`config.mk`:
```
export PLATFORM = sky130hd
export DESIGN_NAME = dca_adapter
export DESIGN_NICKNAME = d
export VERILOG_FILES = /design/src/dca_pkg.sv /design/src/dca_adapter.sv /design/src/dca_string_decode.sv
export SDC_FILE = /design/constraint.sdc
export NUM_CORES = 2
export LEC_CHECK = 0
export ABC_AREA = 1
export BUFFER_PORTS_ARGS = -buffer_cell sky130_fd_sc_hd__buf_2
export CAP_MARGIN = 20
export CORE_MARGIN = 3
export CORE_UTILIZATION = 30
export DETAILED_ROUTE_END_ITERATION = 8
export GPL_TIMING_DRIVEN = 0
export PLACE_DENSITY = 0.46
export SLEW_MARGIN = 10
export SYNTH_ARGS = -nofsm -noshare
export SYNTH_HDL_FRONTEND = slang
export SYNTH_SLANG_ARGS = --single-unit
```
`constraint.sdc`:
```
create_clock -name clk -period 4.2 [get_ports clk]
set_input_delay 1.26 -clock clk [delete_from_list [all_inputs] [get_ports clk]]
set_output_delay 1.26 -clock clk [all_outputs]
set_load 0.01 [all_outputs]
```
`src/dca_pkg.sv`:
```
package dca_pkg;

  // ****************************************************************
  // Geometry
  // ****************************************************************
  localparam int NUM_STRINGS      = 4;
  localparam int SUBCH_PER_STRING = 8;
  localparam int NUM_SUBCH        = NUM_STRINGS * SUBCH_PER_STRING;
  localparam int NUM_WORKING      = 2;
  localparam int STORE_BYTES      = 512;
  localparam int STORE_WORDS      = STORE_BYTES / 4;
  localparam int PAGE_WORDS       = 16;

  localparam logic [6:0] PAGE_SLOT      = 7'h10;
  localparam logic [3:0] PAGE_LAST_STEP = 4'hf;
  localparam logic [3:0] MAX_FBA_A_DEVS = 4'h4;
  localparam logic [3:0] MAX_GROUP_DEVS = 4'h8;
  localparam logic [7:0] CKD_ADDR_MAX   = 8'h7f;

  // ****************************************************************
  // Processor storage layout
  // ****************************************************************
  localparam logic [23:0] SUBCH_AREA_BASE = 24'h010000;
  localparam logic [23:0] UCODE_AREA_BASE = 24'h020000;
  localparam logic [23:0] UCODE_PAGE_SIZE = 24'h000040;
  localparam logic [23:0] CCW_BYTES       = 24'h000008;

  // ****************************************************************
  // Command word fields
  // ****************************************************************
  localparam int         CCW_CHAIN_DATA_BIT = 31;
  localparam int         CCW_CHAIN_CMD_BIT  = 30;
  localparam logic [1:0] CMD_READ           = 2'h2;
  localparam logic [1:0] CMD_WRITE          = 2'h1;
  localparam logic [8:0] BLOCK_MASK         = 9'h1ff;

  // Reset configuration: first fixed-block type, 4 drives per string
  localparam logic [7:0] STD_BASE [NUM_STRINGS] = '{8'h40, 8'h50, 8'h60, 8'h70};
  localparam logic [3:0] STD_COUNT              = 4'h4;

  typedef enum logic [1:0] {DEV_NONE, DEV_FBA_A, DEV_FBA_B, DEV_CKD} dca_dev_t;
  typedef enum logic [1:0] {END_DONE, END_DISC, END_REJECT, END_ERROR} dca_end_t;
  typedef enum logic [2:0] {
    S_IDLE, S_LOAD, S_PAGE, S_FETCH, S_PREF, S_XFER, S_STAT, S_SAVE
  } dca_state_t;

endpackage : dca_pkg

```
`src/dca_adapter.sv`:
```
`timescale 1ns/1ps
module dca_adapter
  import dca_pkg::*;
(
  input  wire         clk,
  input  wire         reset,
  input  wire         cfg_valid,
  input  wire  [1:0]  cfg_string,
  input  dca_dev_t    cfg_type,
  input  wire  [7:0]  cfg_base,
  input  wire  [3:0]  cfg_count,
  input  wire         ckd_code_loaded,
  input  wire         start_valid,
  input  wire  [7:0]  start_addr,
  input  wire  [23:0] start_ccw,
  output logic        start_ready,
  input  wire         reconnect_valid,
  input  wire  [7:0]  reconnect_addr,
  output logic        reconnect_ready,
  input  wire         dev_in_valid,
  input  wire  [31:0] dev_in_data,
  output logic        dev_in_ready,
  output logic        dev_out_valid,
  output logic [31:0] dev_out_data,
  input  wire         dev_out_ready,
  input  wire         dev_stat_valid,
  input  wire         dev_stat_ce,
  input  wire         dev_stat_de,
  output logic        dev_stat_ready,
  output logic        steal_req,
  output logic        steal_we,
  output logic [23:0] steal_addr,
  output logic [31:0] steal_wdata,
  input  wire         steal_ack,
  input  wire  [31:0] steal_rdata,
  input  wire  [6:0]  ucode_addr,
  output logic [31:0] ucode_data,
  output logic        busy,
  output logic        end_valid,
  output logic [4:0]  end_subch,
  output dca_end_t    end_code
);

  // ****************************************************************
  // Configuration of the attached strings
  // ****************************************************************
  dca_dev_t   str_type       [NUM_STRINGS];
  logic [7:0] str_base       [NUM_STRINGS];
  logic [3:0] str_count      [NUM_STRINGS];
  dca_dev_t   next_str_type  [NUM_STRINGS];
  logic [7:0] next_str_base  [NUM_STRINGS];
  logic [3:0] next_str_count [NUM_STRINGS];

  // Any string may take any type, so types mix freely on one adapter
  always_comb begin
    next_str_type  = str_type;
    next_str_base  = str_base;
    next_str_count = str_count;
    if (cfg_valid) begin
      next_str_type[cfg_string]  = cfg_type;
      next_str_base[cfg_string]  = cfg_base;
      next_str_count[cfg_string] = cfg_count;
    end
  end

  always_ff @(posedge clk) begin
    if (reset) begin
      for (int i = 0; i < NUM_STRINGS; i++) begin
        str_type[i]  <= DEV_FBA_A;
        str_base[i]  <= STD_BASE[i];
        str_count[i] <= STD_COUNT;
      end
    end else begin
      str_type  <= next_str_type;
      str_base  <= next_str_base;
      str_count <= next_str_count;
    end
  end

  // ****************************************************************
  // Address decode
  // ****************************************************************
  logic [NUM_STRINGS-1:0] str_hit;
  logic [4:0]             str_subch [NUM_STRINGS];
  logic [7:0]             dec_addr;
  logic                   dec_ok;
  logic [4:0]             dec_subch;
  dca_dev_t               dec_type;

  // Reconnection is looked at first; both share one decoder
  assign dec_addr = reconnect_valid ? reconnect_addr : start_addr;

  generate
    for (genvar g = 0; g < NUM_STRINGS; g++) begin : g_dec
      dca_string_decode #(.STRING_ID(2'(g))) u_dec (
        .str_type  (str_type[g]),
        .str_base  (str_base[g]),
        .str_count (str_count[g]),
        .addr      (dec_addr),
        .hit       (str_hit[g]),
        .subch     (str_subch[g])
      );
    end
  endgenerate

  // Lowest matching string wins; overlapping ranges are a setup fault
  always_comb begin
    dec_ok    = 1'b0;
    dec_subch = 5'h00;
    dec_type  = DEV_NONE;
    for (int i = NUM_STRINGS - 1; i >= 0; i--) begin
      if (str_hit[i] && ((str_type[i] != DEV_CKD) || ckd_code_loaded)) begin
        dec_ok    = 1'b1;
        dec_subch = str_subch[i];
        dec_type  = str_type[i];
      end
    end
  end

  // ****************************************************************
  // Channel engine
  // ****************************************************************
  dca_state_t  state, next_state;
  logic [3:0]  step, next_step;
  logic [4:0]  subch, next_subch;
  dca_dev_t    dtype, next_dtype;
  logic        act, next_act;
  logic        pf, next_pf;
  logic        pg_valid, next_pg_valid;
  logic        pg_id, next_pg_id;
  logic [23:0] w_ccw  [NUM_WORKING];
  logic [23:0] w_dadr [NUM_WORKING];
  logic [7:0]  w_cmd  [NUM_WORKING];
  logic [13:0] w_cnt  [NUM_WORKING];
  logic        w_cd   [NUM_WORKING];
  logic        w_cc   [NUM_WORKING];
  logic [23:0] next_w_ccw  [NUM_WORKING];
  logic [23:0] next_w_dadr [NUM_WORKING];
  logic [7:0]  next_w_cmd  [NUM_WORKING];
  logic [13:0] next_w_cnt  [NUM_WORKING];
  logic        next_w_cd   [NUM_WORKING];
  logic        next_w_cc   [NUM_WORKING];
  logic [31:0] store [STORE_WORDS];
  logic [31:0] next_store [STORE_WORDS];
  logic [1:0]  bv, next_bv;
  logic        fill, next_fill;
  logic        drain, next_drain;
  logic [13:0] in_left, next_in_left;
  logic        next_steal_req, next_steal_we;
  logic [23:0] next_steal_addr;
  logic [31:0] next_steal_wdata;
  logic        next_end_valid;
  logic [4:0]  next_end_subch;
  dca_end_t    next_end_code;
  logic        is_read, is_fba, pg_want;
  logic [23:0] step_off, sub_addr;

  assign is_read  = (w_cmd[act][1:0] == CMD_READ);
  assign is_fba   = (dtype == DEV_FBA_A) || (dtype == DEV_FBA_B);
  assign pg_want  = (dtype == DEV_CKD);
  assign step_off = {18'h0, step, 2'h0};
  assign sub_addr = SUBCH_AREA_BASE + {16'h0, subch, 3'h0} + step_off;

  // Handshakes; requests wait while the channel is busy, and a reconnection goes ahead of a start
  assign reconnect_ready = (state == S_IDLE);
  assign start_ready     = (state == S_IDLE) && !reconnect_valid;
  assign dev_in_ready    = (state == S_XFER) && is_read && !bv[fill] && (in_left != 14'h0);
  assign dev_out_valid   = (state == S_XFER) && !is_read && bv[drain];
  assign dev_out_data    = store[{6'h0, drain}];
  assign dev_stat_ready  = (state == S_STAT);
  assign busy            = (state != S_IDLE);

  always_comb begin
    next_state = state;  next_step = step;  next_subch = subch;  next_dtype = dtype;
    next_act = act;  next_pf = pf;  next_pg_valid = pg_valid;  next_pg_id = pg_id;
    next_w_ccw = w_ccw;  next_w_dadr = w_dadr;  next_w_cmd = w_cmd;
    next_w_cnt = w_cnt;  next_w_cd = w_cd;  next_w_cc = w_cc;
    next_store = store;  next_bv = bv;  next_fill = fill;  next_drain = drain;
    next_in_left = in_left;
    next_steal_req = steal_req && !steal_ack;
    next_steal_we = steal_we;  next_steal_addr = steal_addr;  next_steal_wdata = steal_wdata;
    next_end_valid = 1'b0;  next_end_subch = end_subch;  next_end_code = end_code;
    case (state)
      S_IDLE: begin
        next_step = 4'h0;
        if (reconnect_valid || start_valid) begin
          if (dec_ok) begin
            next_subch = dec_subch;
            next_dtype = dec_type;
            next_act   = 1'b0;
            next_pf    = 1'b0;
            if (reconnect_valid) begin
              next_state = S_LOAD;
            end else begin
              next_w_ccw[0] = start_ccw;
              next_state    = S_PAGE;
            end
          end else begin
            next_end_valid = 1'b1;
            next_end_subch = 5'h00;
            next_end_code  = END_REJECT;
          end
        end
      end
      // Restore the saved command pointer of a disconnected program
      S_LOAD: begin
        if (!steal_req) begin
          next_steal_req = 1'b1;  next_steal_we = 1'b0;  next_steal_addr = sub_addr;
        end else if (steal_ack) begin
          next_step = step + 4'h1;
          if (step == 4'h0) begin
            next_w_ccw[act] = steal_rdata[23:0];
          end else begin
            next_step = 4'h0;
            next_w_cc[act] = steal_rdata[CCW_CHAIN_CMD_BIT];
            if (steal_rdata[CCW_CHAIN_CMD_BIT]) begin
              next_state = S_PAGE;
            end else begin
              next_state = S_IDLE;
              next_end_valid = 1'b1;  next_end_subch = subch;  next_end_code = END_DONE;
            end
          end
        end
      end
      // One page slot; a change between CKD and fixed-block types costs one page load
      S_PAGE: begin
        if (pg_valid && (pg_id == pg_want)) begin
          next_state = S_FETCH;
        end else if (!steal_req) begin
          next_steal_req  = 1'b1;  next_steal_we = 1'b0;
          next_steal_addr = UCODE_AREA_BASE + (pg_want ? UCODE_PAGE_SIZE : 24'h0) + step_off;
          next_pg_valid   = 1'b0;
        end else if (steal_ack) begin
          next_store[PAGE_SLOT + {3'h0, step}] = steal_rdata;
          next_step = step + 4'h1;
          if (step == PAGE_LAST_STEP) begin
            next_step = 4'h0;  next_pg_valid = 1'b1;  next_pg_id = pg_want;
            next_state = S_FETCH;
          end
        end
      end
      S_FETCH: begin
        if (!steal_req) begin
          next_steal_req = 1'b1;  next_steal_we = 1'b0;  next_steal_addr = w_ccw[act] + step_off;
        end else if (steal_ack) begin
          next_step = 4'h1;
          if (step == 4'h0) begin
            next_w_cmd[act]  = steal_rdata[31:24];
            next_w_dadr[act] = steal_rdata[23:0];
          end else begin
            next_step       = 4'h0;
            next_w_cd[act]  = steal_rdata[CCW_CHAIN_DATA_BIT];
            next_w_cc[act]  = steal_rdata[CCW_CHAIN_CMD_BIT];
            next_w_cnt[act] = steal_rdata[15:2];
            next_w_ccw[act] = w_ccw[act] + CCW_BYTES;
            next_in_left    = steal_rdata[15:2];
            next_bv = 2'h0;  next_fill = 1'b0;  next_drain = 1'b0;
            if ((w_cmd[act][1:0] != CMD_READ) && (w_cmd[act][1:0] != CMD_WRITE)) begin
              next_state = S_STAT;
            end else if (is_fba && ((steal_rdata[8:0] & BLOCK_MASK) != 9'h0)) begin
              next_state = S_IDLE;
              next_end_valid = 1'b1;  next_end_subch = subch;  next_end_code = END_ERROR;
            end else if (steal_rdata[CCW_CHAIN_DATA_BIT] && is_read && is_fba) begin
              next_state = S_PREF;
            end else begin
              next_state = S_XFER;
            end
          end
        end
      end
      // Next command word goes into the idle working word
      S_PREF: begin
        if (!steal_req) begin
          next_steal_req = 1'b1;  next_steal_we = 1'b0;  next_steal_addr = w_ccw[act] + step_off;
        end else if (steal_ack) begin
          next_step = 4'h1;
          if (step == 4'h0) begin
            next_w_cmd[!act]  = steal_rdata[31:24];
            next_w_dadr[!act] = steal_rdata[23:0];
          end else begin
            next_step        = 4'h0;
            next_w_cd[!act]  = steal_rdata[CCW_CHAIN_DATA_BIT];
            next_w_cc[!act]  = steal_rdata[CCW_CHAIN_CMD_BIT];
            next_w_cnt[!act] = steal_rdata[15:2];
            next_w_ccw[!act] = w_ccw[act] + CCW_BYTES;
            next_pf    = 1'b1;
            next_state = S_XFER;
          end
        end
      end
      // Two one-word buffers alternate so device and bus overlap
      S_XFER: begin
        if (is_read) begin
          if (dev_in_valid && dev_in_ready) begin
            next_store[{6'h0, fill}] = dev_in_data;
            next_bv[fill] = 1'b1;  next_fill = !fill;  next_in_left = in_left - 14'h1;
          end
          if (!steal_req && bv[drain]) begin
            next_steal_req   = 1'b1;  next_steal_we = 1'b1;
            next_steal_addr  = w_dadr[act];
            next_steal_wdata = store[{6'h0, drain}];
          end else if (steal_req && steal_ack) begin
            next_bv[drain] = 1'b0;  next_drain = !drain;
            next_w_cnt[act]  = w_cnt[act] - 14'h1;
            next_w_dadr[act] = w_dadr[act] + 24'h4;
          end
        end else begin
          if (!steal_req && !bv[fill] && (in_left != 14'h0)) begin
            next_steal_req = 1'b1;  next_steal_we = 1'b0;  next_steal_addr = w_dadr[act];
          end else if (steal_req && steal_ack) begin
            next_store[{6'h0, fill}] = steal_rdata;
            next_bv[fill] = 1'b1;  next_fill = !fill;  next_in_left = in_left - 14'h1;
            next_w_dadr[act] = w_dadr[act] + 24'h4;
          end
          if (dev_out_valid && dev_out_ready) begin
            next_bv[drain] = 1'b0;  next_drain = !drain;
            next_w_cnt[act] = w_cnt[act] - 14'h1;
          end
        end
        if ((w_cnt[act] == 14'h0) && !steal_req) begin
          if (!w_cd[act]) begin
            next_state = S_STAT;
          end else if (pf) begin
            next_act = !act;
            next_pf  = 1'b0;
            next_in_left = w_cnt[!act];
            if (w_cd[!act]) begin
              next_state = S_PREF;
            end
          end else begin
            next_state = S_FETCH;
          end
        end
      end
      S_STAT: begin
        if (dev_stat_valid) begin
          if (dev_stat_de) begin
            if (w_cc[act]) begin
              next_state = S_FETCH;
            end else begin
              next_state = S_IDLE;
              next_end_valid = 1'b1;  next_end_subch = subch;  next_end_code = END_DONE;
            end
          end else if (dev_stat_ce) begin
            next_state = S_SAVE;
          end
        end
      end
      // Park the program in processor storage and free the channel
      S_SAVE: begin
        if (!steal_req) begin
          next_steal_req   = 1'b1;  next_steal_we = 1'b1;  next_steal_addr = sub_addr;
          next_steal_wdata = (step == 4'h0) ? {8'h0, w_ccw[act]}
                             : {1'b0, w_cc[act], 30'h0};
        end else if (steal_ack) begin
          next_step = 4'h1;
          if (step != 4'h0) begin
            next_step  = 4'h0;
            next_state = S_IDLE;
            next_end_valid = 1'b1;  next_end_subch = subch;  next_end_code = END_DISC;
          end
        end
      end
      default: next_state = S_IDLE;
    endcase
  end

  always_ff @(posedge clk) begin
    if (reset) begin
      state <= S_IDLE;  step <= 4'h0;  subch <= 5'h00;  dtype <= DEV_NONE;
      act <= 1'b0;  pf <= 1'b0;  pg_valid <= 1'b0;  pg_id <= 1'b0;
      for (int i = 0; i < NUM_WORKING; i++) begin
        w_ccw[i] <= 24'h0;  w_dadr[i] <= 24'h0;  w_cmd[i] <= 8'h0;
        w_cnt[i] <= 14'h0;  w_cd[i] <= 1'b0;  w_cc[i] <= 1'b0;
      end
      for (int i = 0; i < STORE_WORDS; i++) begin
        store[i] <= 32'h0;
      end
      bv <= 2'h0;  fill <= 1'b0;  drain <= 1'b0;  in_left <= 14'h0;
      steal_req <= 1'b0;  steal_we <= 1'b0;  steal_addr <= 24'h0;  steal_wdata <= 32'h0;
      end_valid <= 1'b0;  end_subch <= 5'h00;  end_code <= END_DONE;
    end else begin
      state <= next_state;  step <= next_step;  subch <= next_subch;  dtype <= next_dtype;
      act <= next_act;  pf <= next_pf;  pg_valid <= next_pg_valid;  pg_id <= next_pg_id;
      w_ccw <= next_w_ccw;  w_dadr <= next_w_dadr;  w_cmd <= next_w_cmd;
      w_cnt <= next_w_cnt;  w_cd <= next_w_cd;  w_cc <= next_w_cc;
      store <= next_store;
      bv <= next_bv;  fill <= next_fill;  drain <= next_drain;  in_left <= next_in_left;
      steal_req <= next_steal_req;  steal_we <= next_steal_we;
      steal_addr <= next_steal_addr;  steal_wdata <= next_steal_wdata;
      end_valid <= next_end_valid;  end_subch <= next_end_subch;  end_code <= next_end_code;
    end
  end

  // ****************************************************************
  // Microcode read port
  // ****************************************************************
  logic [31:0] next_ucode_data;

  // Registered so the sequencer sees a stable word
  always_comb begin
    next_ucode_data = store[ucode_addr];
  end

  always_ff @(posedge clk) begin
    if (reset) begin
      ucode_data <= 32'h0;
    end else begin
      ucode_data <= next_ucode_data;
    end
  end

endmodule : dca_adapter

```
`src/dca_string_decode.sv`:
```
`timescale 1ns/1ps
module dca_string_decode
  import dca_pkg::*;
#(
  parameter logic [1:0] STRING_ID = 2'h0
) (
  input  dca_dev_t   str_type,
  input  wire [7:0]  str_base,
  input  wire [3:0]  str_count,
  input  wire [7:0]  addr,
  output logic       hit,
  output logic [4:0] subch
);

  logic [7:0] offset;
  logic [3:0] limit;

  // Fixed-block type A strings hold four drives, the others a group of eight
  always_comb begin
    offset = addr - str_base;
    if (str_type == DEV_FBA_A) begin
      limit = (str_count > MAX_FBA_A_DEVS) ? MAX_FBA_A_DEVS : str_count;
    end else begin
      limit = (str_count > MAX_GROUP_DEVS) ? MAX_GROUP_DEVS : str_count;
    end
    hit = (str_type != DEV_NONE) && (offset < {4'h0, limit})
          && ((str_type != DEV_CKD) || (addr <= CKD_ADDR_MAX));
    subch = {STRING_ID, offset[2:0]};
  end

endmodule : dca_string_decode
```
==> impl_metrics.prom <==
# TYPE chip_impl_metric gauge
chip_impl_metric{name="fraction_of_the_mapped_netlist_area_in_adder_cells",unit=""} 0.0180
chip_impl_metric{name="worstPathMaxFanout",unit=""} 10
chip_impl_metric{name="synth.area.mux_share",unit=""} 0.000417
chip_impl_info{name="cts_tree",value="done"} 1
chip_impl_info{name="cp-end-kind",value="flip-flop"} 1
chip_impl_metric{name="tightestPinTransition",unit="ps"} 1310
chip_impl_metric{name="synth_xor_xnor_area_share",unit=""} 0.0100
chip_impl_info{name="critical_path.slowest_cell",value="clkbuf_1"} 1
chip_impl_metric{name="grt_max_degree",unit=""} 20
chip_impl_metric{name="antenna_violations_before_repair",unit=""} 24
chip_impl_metric{name="p_per_area",unit="mW/mm2"} 575
chip_impl_metric{name="period_needed",unit="ps"} 4160
chip_impl_metric{name="drive_above_1_share",unit=""} 0.100
chip_impl_metric{name="io_pins",unit=""} 275
chip_impl_metric{name="track_usage",unit=""} 0.318
chip_impl_info{name="route.top_layer_used",value="met5"} 1
chip_impl_metric{name="worstPathBufferInverterCount",unit=""} 5
chip_impl_metric{name="net_count_of_the_mapped_netlist",unit=""} 7346
chip_impl_info{name="dominant_combinational_cell_family_by_area_after_synthesis",value="compound AO/OA/AOI/OAI gates"} 1
chip_impl_metric{name="global_route_wire_length_before_repair",unit="um"} 375000
chip_impl_metric{name="io_buffers",unit=""} 255
chip_impl_info{name="critPathTopFamily",value="buffers and inverters"} 1
chip_impl_metric{name="gp_congestion",unit=""} 1.00
chip_impl_metric{name="insertion_delay",unit="ps"} 760
chip_impl_metric{name="period_share",unit=""} 0.991
chip_impl_metric{name="design_power_total",unit="mW"} 32.4
chip_impl_metric{name="finalSetupViolations",unit=""} 0
chip_impl_metric{name="yosys.cell_types.count",unit=""} 58
chip_impl_metric{name="die_area",unit="mm2"} 0.165
chip_impl_metric{name="finalNetCount",unit=""} 7734
chip_impl_metric{name="via_per_inst",unit=""} 5.54
chip_impl_metric{name="post_drt_wl_per_cell",unit="um"} 28.1
chip_impl_metric{name="synth_compound_gate_area_share",unit=""} 0.298
chip_impl_metric{name="row_count",unit=""} 146
chip_impl_metric{name="cp_data_arrival_time",unit="ps"} 4830
chip_impl_metric{name="slowest_delay",unit="ps"} 950
chip_impl_metric{name="die_width",unit="um"} 406
chip_impl_metric{name="cts.hold.buffers_added",unit=""} 0
chip_impl_metric{name="timing.max_slew.rel_slack",unit=""} 0.128
chip_impl_metric{name="start_util",unit=""} 0.303
chip_impl_info{name="path_cells",value="clkbuf_1, inv_1, clkbuf_1, clkbuf_1, clkbuf_1, o21ai_0, a21oi_1"} 1
chip_impl_metric{name="p_r_area_growth_vs_syn",unit="%"} 17.5
chip_impl_metric{name="count_of_flip_flops_with_a_built_in_enable_after_synthesis",unit=""} 0
chip_impl_metric{name="firstDrtPassIters",unit=""} 7
chip_impl_metric{name="initialDrtViolationCount",unit=""} 6194
chip_impl_metric{name="grt.overflow.total",unit=""} 0
chip_impl_metric{name="fmax",unit="MHz"} 240
chip_impl_info{name="mostFrequentLayoutCell",value="a21oi_1"} 1
chip_impl_metric{name="pre_cts_slack",unit="ps"} -2450
chip_impl_metric{name="cts_buffers",unit=""} 112
chip_impl_metric{name="final.fill_count",unit=""} 17512
chip_impl_metric{name="synth_sequential_area_ratio",unit=""} 0.375
chip_impl_metric{name="timing_hold_violations_final",unit=""} 0
chip_impl_info{name="most_used_flip_flop_cell_after_synthesis",value="dfxtp_1"} 1
chip_impl_metric{name="met2RoutedLength",unit="um"} 121000
chip_impl_metric{name="met1Wirelength",unit="um"} 111000
chip_impl_metric{name="synth-async-reset-ratio",unit=""} 0
chip_impl_metric{name="yosysWarningCount",unit=""} 0
chip_impl_metric{name="finalMaxSlewViolations",unit=""} 0
chip_impl_metric{name="grt_pass1_vias",unit=""} 50018
chip_impl_info{name="cts-root-buf",value="clkbuf_16"} 1
chip_impl_metric{name="core-area",unit="mm2"} 0.159
chip_impl_metric{name="cp_data_required_time",unit="ps"} 4870
chip_impl_metric{name="synthCells",unit=""} 7141
chip_impl_metric{name="setup_ws",unit="ps"} 39.2
chip_impl_metric{name="cts_htree_levels",unit=""} 3
chip_impl_info{name="outcome",value="complete, no violations"} 1
chip_impl_info{name="min_path_type",value="reg2reg"} 1
chip_impl_metric{name="vdd_drop_max",unit="mV"} 0.417
chip_impl_metric{name="clkSinkCount",unit=""} 898
chip_impl_metric{name="dpl.hpwl",unit="um"} 209000
chip_impl_metric{name="clkTransAtPathRegs",unit="ps"} 60
chip_impl_metric{name="drc",unit=""} 0
chip_impl_metric{name="synth_area",unit="mm2"} 0.0480
chip_impl_metric{name="yosys.area_share.simple",unit=""} 0.172
chip_impl_metric{name="drt_wl_total",unit="um"} 273000
chip_impl_info{name="worstSetupStartpointType",value="primary input"} 1
chip_impl_info{name="layout_common_cells",value="1,054 x a21oi_1, 1,042 x o21ai_0, 1,004 x nand2_1"} 1
chip_impl_metric{name="clockBufferDepth",unit=""} 3
chip_impl_metric{name="clock_skew",unit="ps"} 62.9
chip_impl_metric{name="ff_latch_count_synth",unit=""} 898
chip_impl_info{name="critPathKind",value="in2reg"} 1
chip_impl_info{name="worst_path_most_repeated_cell",value="clkbuf_1"} 1
chip_impl_metric{name="wl_met3",unit="um"} 20900
chip_impl_metric{name="mean_post_synth_cell_area",unit="um2"} 6.72
chip_impl_metric{name="cap_violations",unit=""} 0
chip_impl_metric{name="die_y",unit="um"} 406
chip_impl_metric{name="power.static_leakage",unit="nW"} 21.4
chip_impl_metric{name="routed-via-count",unit=""} 53735
chip_impl_metric{name="drt.antenna.violating_nets",unit=""} 0
## final cells by class
type / count / area [um2] / area share
Multi-Input combinational cell: 4712 / 24000 / 0.426
Clock inverter: 51 / 688 / 0.0122
Buffer: 530 / 2480 / 0.0440
Sequential cell: 898 / 18000 / 0.319
Inverter: 994 / 3740 / 0.0663
Antenna cell: 3 / 7.51 / 0.000133
Tap cell: 2072 / 2590 / 0.0460
Timing Repair Buffer: 281 / 1540 / 0.0272
Clock buffer: 156 / 3310 / 0.0588
## synthesized netlist by cell type (27+ instances only)
library cell | instances | area, um2
a21oi_1 | 1054 | 5280
o21ai_0 | 1044 | 5230
nand2_1 | 1008 | 3780
inv_1 | 973 | 3650
dfxtp_1 | 898 | 18000
nor2_1 | 425 | 1600
clkbuf_1 | 387 | 1450
nand3_1 | 316 | 1580
o21ai_1 | 203 | 1020
a31oi_1 | 80 | 500
buf_2 | 72 | 360
ha_1 | 61 | 763
a21oi_2 | 60 | 526
o211ai_1 | 58 | 435
nand4_1 | 42 | 263
xor2_1 | 40 | 350
a22oi_1 | 38 | 285
buf_1 | 38 | 143
nor3_1 | 37 | 185
buf_6 | 27 | 304
## logic make-up (layout without fill, tap and decap cells)
group                      after synthesis  after routing
muxes                                    2              2
xor gates and xnor gates                55             55
other                                    0              3
and+or+nand+nor                       1922           1922
DFF                                    898            898
buffers and inverters                 1531           2012
AOI/OAI and AO/OA                     2667           2667
adders and majority gates               66             66
## repair_timing
item	in CTS	in global routing
setup endpoints to repair	741	110
resized for setup	51	32
pin swaps	0	2
setup buffers	7	6
hold endpoints to repair	0	0
## path summary, 6_finish.rpt
path | end | start | slack, ps | cells past startpoint
min | store[3450] | store[3450] | 440 | 2
max | store[3579] | reset | 40 | 7
min reg2reg | store[3450] | store[3450] | 440 | 2
max reg2reg | w_cnt[10] | act | 150 | 21
## layer usage
layer	vias up	global-route usage
li1	24594	-
met4	8	0.194
met1	25892	0.402
met2	2521	0.505
met5	-	0
met3	720	0.0555
## registers in the layout, summed over array words and instances, names as in the netlist, 3 cells and up
| register | count |
|---|---|
| steal_addr | 24 |
| store | 576 |
| str_type | 8 |
| state | 3 |
| w_ccw | 48 |
| w_cnt | 28 |
| end_subch | 5 |
| ucode_data | 32 |
| str_base | 32 |
| subch | 5 |
| w_cmd | 4 |
| step | 4 |
| steal_wdata | 32 |
| str_count | 16 |
| w_dadr | 48 |
| in_left | 14 |
## power breakdown
part	total, mW	switching [mW]	internal (mW)
Sequential	9.53	0.389	9.14
Clock	10.6	4.37	6.25
Combinational	12.2	9.25	2.99
## worst register-to-register path: cells and delay by family, from the launching register on
family	cells	cell delay, ps
AOI/OAI and AO/OA	1	270
adders and majority gates	1	200
buffers and inverters	11	1590
DFF	1	310
muxes	1	150
and+or+nand+nor	7	1400
## stage by stage
stage,hold WS (ps),setup TNS (ps),util,instance area [um2],instances
floorplan,420,0,-,48000,7141
global placement,429,-1453290,0.327,51900,9468
detailed placement,433,-1432930,0.328,52000,9480
CTS,442,0,0.355,56200,9688
global route,452,-3.03,0.355,56400,9694
finish,440,0,0.355,56400,9697
(Power assumes the default switching activity.)
